`config.mk`:
```
export PLATFORM = sky130hd
export DESIGN_NAME = rimc_rx_int_mask
export DESIGN_NICKNAME = d
export VERILOG_FILES = /design/src/verilog/rimc_rx_int_mask.v
export VERILOG_INCLUDE_DIRS = /design/src /design/src/verilog
export SDC_FILE = /design/constraint.sdc
export NUM_CORES = 2
export LEC_CHECK = 0
export CORE_MARGIN = 4
export CORE_UTILIZATION = 40
export CTS_BUF_LIST = sky130_fd_sc_hd__clkbuf_16
export DETAILED_ROUTE_END_ITERATION = 8
export DONT_BUFFER_PORTS = 1
export SETUP_SLACK_MARGIN = 0.4
export SLEW_MARGIN = 20
export SYNTH_ARGS = -nofsm -noshare
export SYNTH_HDL_FRONTEND = slang
export SYNTH_SLANG_ARGS = --single-unit
```
`constraint.sdc`:
```
create_clock -name clock -period 3.1 [get_ports clock]
set_input_delay 0.155 -clock clock [delete_from_list [all_inputs] [get_ports clock]]
set_output_delay 0.155 -clock clock [all_outputs]
set_load 0.02 [all_outputs]
```
`src/verilog/rimc_consts.vh`:
```
`ifndef RIMC_CONSTS_VH
`define RIMC_CONSTS_VH

// ----------------------------------------------------------------------
// register indices within one port (byte address = 4 * index)
// ----------------------------------------------------------------------
`define RIMC_IDX_MASK2       8'ha1
`define RIMC_IDX_MASK3       8'ha2
`define RIMC_IDX_MASK4       8'ha3
`define RIMC_IDX_MASK5       8'ha4
`define RIMC_IDX_MASK7       8'ha6
`define RIMC_IDX_SCE1        8'ha8
`define RIMC_IDX_SCE2        8'ha9
`define RIMC_IDX_SCE3        8'haa
`define RIMC_IDX_SCE4        8'hab
`define RIMC_IDX_LUP1        8'hac
`define RIMC_IDX_LUP2        8'had
`define RIMC_IDX_CTRL        8'hf0
`define RIMC_IDX_STAT        8'hf1
// port stride 200h in index units: index bits [11:9] select the port
`define RIMC_PORT_STRIDE     12'h200

// ----------------------------------------------------------------------
// reset values and writable bit masks
// ----------------------------------------------------------------------
`define RIMC_RST_VAL         8'h00
`define RIMC_M2_BITS         8'h0f
`define RIMC_M3_E1_BITS      8'hbb
`define RIMC_M4_BITS         8'hef
`define RIMC_M5_BITS         8'h3f
`define RIMC_M7_T1_BITS      8'h3f
`define RIMC_M7_E1_BITS      8'h03

// ----------------------------------------------------------------------
// field positions
// ----------------------------------------------------------------------
`define RIMC_SCOS_BIT        3
`define RIMC_CTRL_E1_BIT     0
`define RIMC_CTRL_LEN_HI     7
`define RIMC_CTRL_LEN_LO     4
`define RIMC_STAT_SCOS_BIT   0
`define RIMC_STAT_LUP_BIT    1
`define RIMC_STAT_INT_BIT    2
`define RIMC_SUM_RLS2        1
`define RIMC_SUM_RLS3        2
`define RIMC_SUM_RLS4        3
`define RIMC_SUM_RLS5        4
`define RIMC_SUM_RLS7        6

// ----------------------------------------------------------------------
// timing: loop-up integration in received bits
// ----------------------------------------------------------------------
`define RIMC_LUP_INTEG       16'd48

`endif

```
`src/verilog/rimc_rx_int_mask.v`:
```
`timescale 1ns/10ps
`default_nettype none
`include "rimc_consts.vh"

module rimc_rx_int_mask #(
    parameter        PORTS    = 8,
    parameter        CHANNELS = 32,
    parameter [15:0] LUP_INTEG = `RIMC_LUP_INTEG
) (
    input  wire                   clock,
    input  wire                   rst_n,
    input  wire                   hsel,
    input  wire [31:0]            haddr,
    input  wire [1:0]             htrans,
    input  wire                   hwrite,
    input  wire [2:0]             hsize,
    input  wire [31:0]            hwdata,
    input  wire                   hready,
    output reg  [31:0]            hrdata,
    output reg                    hreadyout,
    output reg                    hresp,
    input  wire [PORTS*8-1:0]     latchedStatus2,
    input  wire [PORTS*8-1:0]     latchedStatus3,
    input  wire [PORTS*8-1:0]     latchedStatus4,
    input  wire [PORTS*8-1:0]     latchedStatus5,
    input  wire [PORTS*8-1:0]     latchedStatus7,
    input  wire [PORTS*CHANNELS-1:0] sigChange,
    input  wire [PORTS-1:0]       rxData,
    input  wire [PORTS-1:0]       rxDataValid,
    output wire [PORTS-1:0]       loopUpDet,
    output wire [PORTS*8-1:0]     rxIntSummary,
    output reg                    interruptOutN
);

    // ------------------------------------------------------------------
    // bus slave state
    // ------------------------------------------------------------------
    reg         wrPend_q;
    reg         rdPend_q;
    reg         addrHit_q;
    reg  [11:0] addrIdx_q;
    wire [7:0]  regIdx  = addrIdx_q[7:0];
    wire [2:0]  portIdx = addrIdx_q[11:9];
    wire [PORTS*8-1:0] portRd;
    wire [PORTS-1:0]   portReq;
    wire        accept  = hsel & hready & htrans[1];

    // address phase captured; reads take one wait state so that a write
    // in the previous data phase is always visible, no forwarding needed
    always @(posedge clock or negedge rst_n) begin
        if (!rst_n) begin
            wrPend_q  <= 1'b0;
            rdPend_q  <= 1'b0;
            addrHit_q <= 1'b0;
            addrIdx_q <= 12'h000;
            hrdata    <= 32'h0000_0000;
            hreadyout <= 1'b1;
            hresp     <= 1'b0;
        end else begin
            wrPend_q <= 1'b0;
            hresp    <= 1'b0;  // always OKAY, unmapped reads give zero
            if (rdPend_q) begin
                rdPend_q  <= 1'b0;
                hreadyout <= 1'b1;
                hrdata    <= addrHit_q ?
                    {24'h00_0000, portRd[portIdx*8 +: 8]} : 32'h0000_0000;
            end else if (accept) begin
                addrIdx_q <= haddr[13:2];
                addrHit_q <= (haddr[31:14] == 18'h0_0000) & ~haddr[10]
                             & (haddr[1:0] == 2'b00);
                if (hwrite) begin
                    wrPend_q <= 1'b1;
                end else begin
                    rdPend_q  <= 1'b1;
                    hreadyout <= 1'b0;
                end
            end
        end
    end

    // ------------------------------------------------------------------
    // per-port register bank, change latch and loop-up detector
    // ------------------------------------------------------------------
    genvar p;
    genvar c;
    generate
        for (p = 0; p < PORTS; p = p + 1) begin : gPort
            reg  [7:0]  mask2_q;
            reg  [7:0]  mask3_q;
            reg  [7:0]  mask4_q;
            reg  [7:0]  mask5_q;
            reg  [7:0]  mask7_q;
            reg  [7:0]  sce1_q;
            reg  [7:0]  sce2_q;
            reg  [7:0]  sce3_q;
            reg  [7:0]  sce4_q;
            reg  [7:0]  lup1_q;
            reg  [7:0]  lup2_q;
            reg  [7:0]  ctrl_q;
            reg         scos_q;
            reg  [15:0] cnt_q;
            reg  [3:0]  phase_q;
            reg         det_q;
            reg  [7:0]  sum_q;
            reg  [7:0]  rd;
            wire        sel    = addrHit_q & (portIdx == p);
            wire        wrEn   = wrPend_q & sel;
            wire        rdClr  = rdPend_q & sel
                                 & (regIdx == `RIMC_IDX_STAT);
            wire        e1     = ctrl_q[`RIMC_CTRL_E1_BIT];
            wire [7:0]  wd     = hwdata[7:0];
            wire [31:0] chEn   = {sce4_q & {8{e1}}, sce3_q,
                                  sce2_q, sce1_q};
            wire [CHANNELS-1:0] chg =
                sigChange[p*CHANNELS +: CHANNELS];

            // ----------------------------------------------------------
            // per-channel change enables
            // ----------------------------------------------------------
            wire [CHANNELS-1:0] chHit;
            for (c = 0; c < CHANNELS; c = c + 1) begin : gChan
                assign chHit[c] = chg[c] & chEn[c];
            end
            wire        scosSet = |chHit;
            wire [7:0]  ev2 = latchedStatus2[p*8 +: 8];
            wire [7:0]  ev3 = latchedStatus3[p*8 +: 8];
            wire [7:0]  ev4 = latchedStatus4[p*8 +: 8]
                              | {4'h0, scos_q, 3'h0};
            wire [7:0]  ev5 = latchedStatus5[p*8 +: 8];
            wire [7:0]  ev7 = latchedStatus7[p*8 +: 8];

            // ----------------------------------------------------------
            // mask field decode: for mask2, mask3 and mask7 the mode decides which bits are live
            // ----------------------------------------------------------
            // E1 framing group, dead in T1
            wire        signalingAllOnesEn  = mask2_q[3];
            wire        signalingAllZerosEn = mask2_q[2];
            wire        crc4MultiframeEn    = mask2_q[1];
            wire        alignFrameEn        = mask2_q[0];
            wire [7:0]  m2 = {4'h0, signalingAllOnesEn, signalingAllZerosEn,
                              crc4MultiframeEn, alignFrameEn} & {8{e1}};

            // T1 line codes: clears in the top nibble
            wire [3:0]  t1ClearEn  = mask3_q[7:4];
            wire [3:0]  t1DetectEn = mask3_q[3:0];
            // E1 clock loss, link, distant alarm; 6 and 2 unused
            wire        clockLossClearEn       = mask3_q[7];
            wire        v52LinkClearEn         = mask3_q[5];
            wire        distantMfAlarmClearEn  = mask3_q[4];
            wire        clockLossDetectEn      = mask3_q[3];
            wire        v52LinkDetectEn        = mask3_q[1];
            wire        distantMfAlarmDetectEn = mask3_q[0];
            wire [7:0]  e1m3 = {clockLossClearEn, 1'b0, v52LinkClearEn,
                                distantMfAlarmClearEn, clockLossDetectEn,
                                1'b0, v52LinkDetectEn,
                                distantMfAlarmDetectEn};
            wire [7:0]  m3 = e1 ? e1m3 : {t1ClearEn, t1DetectEn};

            // elastic store, signaling change, timers
            wire        elasticFullEn     = mask4_q[7];
            wire        elasticEmptyEn    = mask4_q[6];
            wire        elasticSlipEn     = mask4_q[5];
            wire        mask4Bit3         = mask4_q[3];
            wire        oneSecondTickEn   = mask4_q[2];
            wire        timerEventEn      = mask4_q[1];
            wire        multiframeEventEn = mask4_q[0];
            wire [7:0]  m4 = {elasticFullEn, elasticEmptyEn, elasticSlipEn,
                              1'b0, mask4Bit3, oneSecondTickEn,
                              timerEventEn, multiframeEventEn};

            // HDLC receive FIFO group
            wire        fifoOverrunEn       = mask5_q[5];
            wire        hdlcOpeningByteEn   = mask5_q[4];
            wire        packetEndEn         = mask5_q[3];
            wire        packetStartEn       = mask5_q[2];
            wire        fifoHighWatermarkEn = mask5_q[1];
            wire        fifoNotEmptyEn      = mask5_q[0];
            wire [7:0]  m5 = {2'b00, fifoOverrunEn, hdlcOpeningByteEn,
                              packetEndEn, packetStartEn,
                              fifoHighWatermarkEn, fifoNotEmptyEn};

            // T1 code and data link group
            wire        remoteAlarmCiEn = mask7_q[5];
            wire        alarmSignalCiEn = mask7_q[4];
            wire        slcAlignmentEn  = mask7_q[3];
            wire        fdlFullEn       = mask7_q[2];
            wire        bocClearEn      = mask7_q[1];
            wire        bocDetectEn     = mask7_q[0];
            // E1 spare bits, already selected upstream
            wire        sa6CodewordEn    = mask7_q[1];
            wire        spareBitChangeEn = mask7_q[0];
            wire [7:0]  m7 = e1 ? {6'h00, sa6CodewordEn, spareBitChangeEn}
                                : {2'b00, remoteAlarmCiEn, alarmSignalCiEn,
                                   slcAlignmentEn, fdlFullEn,
                                   bocClearEn, bocDetectEn};

            // ----------------------------------------------------------
            // request is event AND enable per bit
            // ----------------------------------------------------------
            wire        rq2 = |(ev2 & m2);
            wire        rq3 = |(ev3 & m3);
            wire        rq4 = |(ev4 & m4);
            wire        rq5 = |(ev5 & m5);
            wire        rq7 = |(ev7 & m7);
            wire [7:0]  sumD = {1'b0, rq7, 1'b0, rq5, rq4, rq3, rq2, 1'b0};

            // ----------------------------------------------------------
            // loop-up pattern and status byte
            // ----------------------------------------------------------
            // status byte: sticky change, detector, port request
            wire [7:0]  statByte = {5'h00, |sum_q, det_q, scos_q};
            // pattern is lup1 then lup2, first bit at lup1 bit7
            wire [15:0] pat   = {lup1_q, lup2_q};
            wire [4:0]  len   = {1'b0, ctrl_q[`RIMC_CTRL_LEN_HI:
                                         `RIMC_CTRL_LEN_LO]} + 5'd1;
            wire        expB  = pat[4'd15 - phase_q];
            wire        rxB   = rxData[p];
            wire [3:0]  lastP = len[3:0] - 4'd1;
            wire        restart = wrEn & ((regIdx == `RIMC_IDX_LUP1)
                                  | (regIdx == `RIMC_IDX_LUP2)
                                  | (regIdx == `RIMC_IDX_CTRL));

            // register writes; fixed masks drop reserved bits of mask2, mask4, mask5 and mask7, mask3 stores all eight bits
            always @(posedge clock or negedge rst_n) begin
                if (!rst_n) begin
                    mask2_q <= `RIMC_RST_VAL;
                    mask3_q <= `RIMC_RST_VAL;
                    mask4_q <= `RIMC_RST_VAL;
                    mask5_q <= `RIMC_RST_VAL;
                    mask7_q <= `RIMC_RST_VAL;
                    sce1_q  <= `RIMC_RST_VAL;
                    sce2_q  <= `RIMC_RST_VAL;
                    sce3_q  <= `RIMC_RST_VAL;
                    sce4_q  <= `RIMC_RST_VAL;
                    lup1_q  <= `RIMC_RST_VAL;
                    lup2_q  <= `RIMC_RST_VAL;
                    ctrl_q  <= `RIMC_RST_VAL;
                end else if (wrEn) begin
                    case (regIdx)
                        `RIMC_IDX_MASK2: mask2_q <= wd & `RIMC_M2_BITS;
                        `RIMC_IDX_MASK3: mask3_q <= wd;
                        `RIMC_IDX_MASK4: mask4_q <= wd & `RIMC_M4_BITS;
                        `RIMC_IDX_MASK5: mask5_q <= wd & `RIMC_M5_BITS;
                        `RIMC_IDX_MASK7: mask7_q <= wd & `RIMC_M7_T1_BITS;
                        `RIMC_IDX_SCE1:  sce1_q  <= wd;
                        `RIMC_IDX_SCE2:  sce2_q  <= wd;
                        `RIMC_IDX_SCE3:  sce3_q  <= wd;
                        `RIMC_IDX_SCE4:  sce4_q  <= wd;
                        `RIMC_IDX_LUP1:  lup1_q  <= wd;
                        `RIMC_IDX_LUP2:  lup2_q  <= wd;
                        `RIMC_IDX_CTRL:  ctrl_q  <= wd;
                        default: ;
                    endcase
                end
            end

            // sticky change latch: a new change beats the read clear
            always @(posedge clock or negedge rst_n) begin
                if (!rst_n) begin
                    scos_q <= 1'b0;
                end else if (scosSet) begin
                    scos_q <= 1'b1;
                end else if (rdClr) begin
                    scos_q <= 1'b0;
                end
            end

            // loop-up detector: counts bits in phase with the pattern,
            // a mismatch realigns on the first pattern bit
            always @(posedge clock or negedge rst_n) begin
                if (!rst_n) begin
                    cnt_q   <= 16'h0000;
                    phase_q <= 4'h0;
                    det_q   <= 1'b0;
                end else if (restart) begin
                    cnt_q   <= 16'h0000;
                    phase_q <= 4'h0;
                    det_q   <= 1'b0;
                end else if (rxDataValid[p]) begin
                    if (rxB == expB) begin
                        phase_q <= (phase_q == lastP) ? 4'h0
                                                      : phase_q + 4'h1;
                        if (cnt_q != LUP_INTEG)
                            cnt_q <= cnt_q + 16'h0001;
                        det_q <= (cnt_q + 16'h0001 >= LUP_INTEG);
                    end else begin
                        phase_q <= (rxB == pat[15] && lastP != 4'h0)
                                   ? 4'h1 : 4'h0;
                        cnt_q   <= {15'h0000, rxB == pat[15]};
                        det_q   <= 1'b0;
                    end
                end
            end

            // masked bits never reach the summary
            always @(posedge clock or negedge rst_n) begin
                if (!rst_n) begin
                    sum_q <= 8'h00;
                end else begin
                    sum_q <= sumD;
                end
            end

            // read mux for this port
            always @* begin
                rd = 8'h00;
                case (regIdx)
                    `RIMC_IDX_MASK2: rd = mask2_q;
                    `RIMC_IDX_MASK3: rd = mask3_q;
                    `RIMC_IDX_MASK4: rd = mask4_q;
                    `RIMC_IDX_MASK5: rd = mask5_q;
                    `RIMC_IDX_MASK7: rd = mask7_q;
                    `RIMC_IDX_SCE1:  rd = sce1_q;
                    `RIMC_IDX_SCE2:  rd = sce2_q;
                    `RIMC_IDX_SCE3:  rd = sce3_q;
                    `RIMC_IDX_SCE4:  rd = sce4_q;
                    `RIMC_IDX_LUP1:  rd = lup1_q;
                    `RIMC_IDX_LUP2:  rd = lup2_q;
                    `RIMC_IDX_CTRL:  rd = ctrl_q;
                    `RIMC_IDX_STAT:  rd = statByte;
                    default:         rd = 8'h00;
                endcase
            end

            assign portRd[p*8 +: 8]       = rd;
            assign portReq[p]             = |sumD;
            assign loopUpDet[p]           = det_q;
            assign rxIntSummary[p*8 +: 8] = sum_q;
        end
    endgenerate

    // ------------------------------------------------------------------
    // interrupt pin: any request of any port pulls it low
    // ------------------------------------------------------------------
    always @(posedge clock or negedge rst_n) begin
        if (!rst_n) begin
            interruptOutN <= 1'b1;
        end else begin
            interruptOutN <= ~|portReq;
        end
    end

endmodule

`default_nettype wire

```
==> flow_summary.toml <==
[detailed_routing]
drt_iter0_drc = 5514
postRouteAntennaNets = 0
drc = 0
wirelength_um = 223000
drt-pass1-iter-count = 8
routed-via-count = 43500
drt-vias-per-instance = 6.62
routedWlPerCell_um = 33.9

[power_and_ir_drop]
ir_drop_v = 0.000444
power.net_switching_uw = 11800
switching_share_pct = 32.2
power_frac_comb_pct = 24.7
p_seq_share_pct = 39.3
p_int_uw = 24800
clkPwrFrac_pct = 36.1
p_total_uw = 36600
power_density_nw_per_um2 = 596
leakage_uw = 0.0249

[global_route]
grt_max_degree = 211
met3_usage_pct = 12.3
antenna_found_initial = 53
grt_pass1_vias = 41500
grt_use_met2_pct = 49.5
use_met1_pct = 41.6
busiest_layer = "met2"
track_usage_pct = 33.4
grt_pass1_wl_um = 311000
overflow = 0

[yosys]
yosysUniqueCellTypes = 88
ys_warn_count = 0
synthAdderAreaFrac_pct = 0.611
synth_ff_type = "dfrtp_1"
synth-compound-area-share_pct = 16.0
seq_area_frac_synth_pct = 47.7
synth_edf_count = 0
synth_top_family_by_area = "multiplexers"
avgSynthCellArea_sq_um = 11.3
syn_area_sq_um = 49100
synth_simple_gate_area_share_pct = 11.0
synthArstFlopShare_pct = 100
synthCells = 4356
synth-seq-cells = 936
muxShareOfSynthArea_pct = 19.8
synth_xor_area_share_pct = 1.28

[cells_and_area]
final_nets = 5498
final_area_sq_um = 61300
syn_to_final_growth_pct = 24.8
layout-drive-gt1-share_pct = 32.0
nFillCells = 10800

[cts]
cts_max_level = 3
clock_path_buffers = 3
worstSkewPairLatency_ns = 0.74
cts_tree = "yes"
cts_root_buffer = "clkbuf_16"
cts.sinks = 936
cts_buffers = 104
clk_pin_slew_ns = 0.06

[sta]
fin_ws_ns = 0.209
period_share_pct = 93.3
setup_tns_ns = 0
maxSlewViolCount = 0
hold_viol = 0
timing.slew.headroom_pct = 25.2
rsz0062_at_grt = "yes"
period_needed_ns = 2.89
finalSetupViolCount = 0
hold_ws_ns = 0.00766
fmax_ghz = 0.346
clock_skew_ns = 0.0334
tightest_slew_ns = 1.11

[setup_path]
path_class = "reg2reg"
rrSetupSlack_ns = 0.21
cpMaxStageDelayCell = "dfrtp_4"
r2r_cells = 11
crit_required_ns = 3.71
endpoint_kind = "register"
cp-start-kind = "register"
crit_top_cell = "buf_12"
r2r_start = "addrIdx_q[1]"
cp_data_arrival_time_ns = 3.50
path_max_fanout = 7
path_cells = "buf_12 -> nor4bb_4 -> and2_4 -> buf_12 -> buf_12 -> a222oi_1 -> nand4_1 -> o21ai_1 -> a2bb2oi_2 -> buf_4 -> o32ai_2"
worst_path_largest_cell_delay_ns = 0.52
worstReg2RegEnd = "hrdata[1]"

[hold_path]
whs_path_depth = 2
hp-start = "hwdata[7]"
hp-class = "in2reg"
min_to = "gPort[6].sce4_q[7]"

[job]
cap_violations = 0

[die]
initial_core_util_pct = 40.3
dieWidth_um = 358
ioPinCount = 773
die_h_um = 358
die-area_sq_um = 128000
rows = 128
core_area_sq_um = 122000

[place]
place_ws_ns = -0.334
dp_hpwl_um = 161000
gp_congestion = 0.993
placed_area_sq_um = 52400
portBuffers = 0

[status]
status = "finished, final reports clean"
[power groups by stage]
stage,clock network [uW],logic [uW],registers [uW]
3_5_place_dp,0,6790,14500
2_1_floorplan,0,4530,13800
3_3_place_gp,0,6420,14500
5_1_grt,13800,9460,14400
6_report,13200,9020,14300
4_1_cts,13200,8030,14300
[sequential cells by signal, indices dropped and copies added, names as in the netlist, 8 cells and up]
| register | flops |
|---|---|
| gPort.lup2_q | 64 |
| gPort.sum_q | 40 |
| gPort.det_q | 8 |
| gPort.cnt_q | 128 |
| gPort.ctrl_q | 64 |
| gPort.mask2_q | 32 |
| addrIdx_q | 11 |
| gPort.mask5_q | 48 |
| gPort.sce1_q | 64 |
| gPort.mask3_q | 64 |
| gPort.sce2_q | 64 |
| gPort.scos_q | 8 |
| gPort.lup1_q | 64 |
| gPort.sce4_q | 64 |
| gPort.phase_q | 32 |
| gPort.mask4_q | 56 |
| hrdata | 8 |
| gPort.mask7_q | 48 |
| gPort.sce3_q | 64 |
[repair_timing]
item / in CTS / in global routing
pin swaps: 46 / 49
setup endpoints to repair: 150 / 115
hold buffers: 237 / 4
resized for setup: 180 / 172
hold endpoints to repair: 1135 / 139
gates cloned: 4 / 4
setup buffers: 60 / 43
[synthesized netlist by cell type (13+ instances only)]
cell type,count,area (sq um)
nor4_1,51,319
o21ai_0,184,921
nand2b_1,27,169
ha_1,24,300
a22o_1,97,850
inv_1,61,229
nand2_1,268,1010
nand3_1,143,716
xnor2_1,33,289
mux2_2,723,8140
a21oi_1,127,636
buf_2,49,245
a222oi_1,22,220
buf_1,13,48.8
and3_1,71,444
and2_1,21,131
o31ai_1,52,390
nor3b_1,17,128
nand4_1,84,526
a221oi_1,109,955
a31oi_1,26,163
nor2_1,153,574
nand3b_1,19,143
xor2_1,33,289
nor2b_1,15,93.8
a211oi_1,16,120
dfrtp_1,934,23400
mux4_2,57,1280
o211ai_1,16,120
clkbuf_1,205,769
mux2i_1,31,310
a221o_1,16,160
a22oi_1,248,1860
nor3_1,69,345
o22ai_1,17,106
a32oi_1,17,149
buf_4,60,450
[cell families (layout without fill, tap and decap cells)]
group	after synthesis	after routing
AO/OA/AOI/OAI	1087	1087
XOR/XNOR	69	69
other	1	101
adder cells (fa/ha/maj)	24	24
AND/OR/NAND/NOR	1036	1038
buffers and inverters	392	886
flip-flops	936	936
multiplexers	811	811
[through the flow]
| step | instances | utilization [%] |
|---|---|---|
| detailed placement | 5974 | 43.0 |
| global route | 6547 | 50.2 |
| CTS | 6473 | 49.2 |
| finish | 6577 | 50.3 |
| global placement | 5968 | 42.8 |
| floorplan | 4404 | - |
[worst max-delay path, delay by kind of cell, from the launching register on]
family          cells  cell delay (ns)
simple gates        3             0.70
buf+inv             4             0.56
flops               1             0.52
compound gates      4             0.98
[cell usage in the layout, fill, tap and decap left out, drive strengths merged, types with 15 or more instances in the layout]
cell type	instances
buf	388
diode	52
a21oi	127
nor3b	17
mux2	723
xnor2	36
bufinv	18
a221o	16
o21ai	190
nor2	153
conb	49
dfrtp	934
nor2b	15
nand4	86
clkbuf	107
a211oi	16
nand2	268
ha	24
a221oi	109
dlygate4sd3	232
nor4	51
o211ai	16
clkinv	42
and2	22
nor3	78
o31ai	52
a32oi	17
a22oi	248
nand3b	19
o22ai	17
inv	89
mux4	57
a222oi	22
xor2	33
nand3	143
nand2b	29
a31oi	26
a22o	97
and3	71
mux2i	31
[per-layer routing]
metal / share of wire [%] / wire [um]
met1: 37 / 82600
met3: 12 / 27400
met2: 43 / 96700
met5: 0.066 / 147
met4: 7.3 / 16200
[worst max-delay path by stage]
stage,startpoint,to,slack [ns],cells past startpoint
finish,addrIdx_q[1],hrdata[1],0.21,11
detailed placement,addrIdx_q[1],hrdata[2],-0.33,8
global route,addrIdx_q[1],hrdata[1],0.18,11
CTS,addrIdx_q[4],hrdata[3],0.32,11
global placement,addrIdx_q[0],hrdata[6],-0.29,10
floorplan,gPort[1].phase_q[0],gPort[1].cnt_q[8],0.44,9
[cell type report]
class,instances,area (sq um),area share (%)
repair buffers,624,6390,10.4
well taps,1625,2030,3.32
flip-flops and latches,936,23400,38.2
clock inverters,93,952,1.55
diodes,52,130,0.212
clock buffers,105,2630,4.29
multi-input cells,3078,25500,41.6
inverters,64,244,0.398
Power figures use the tool's default switching activity.
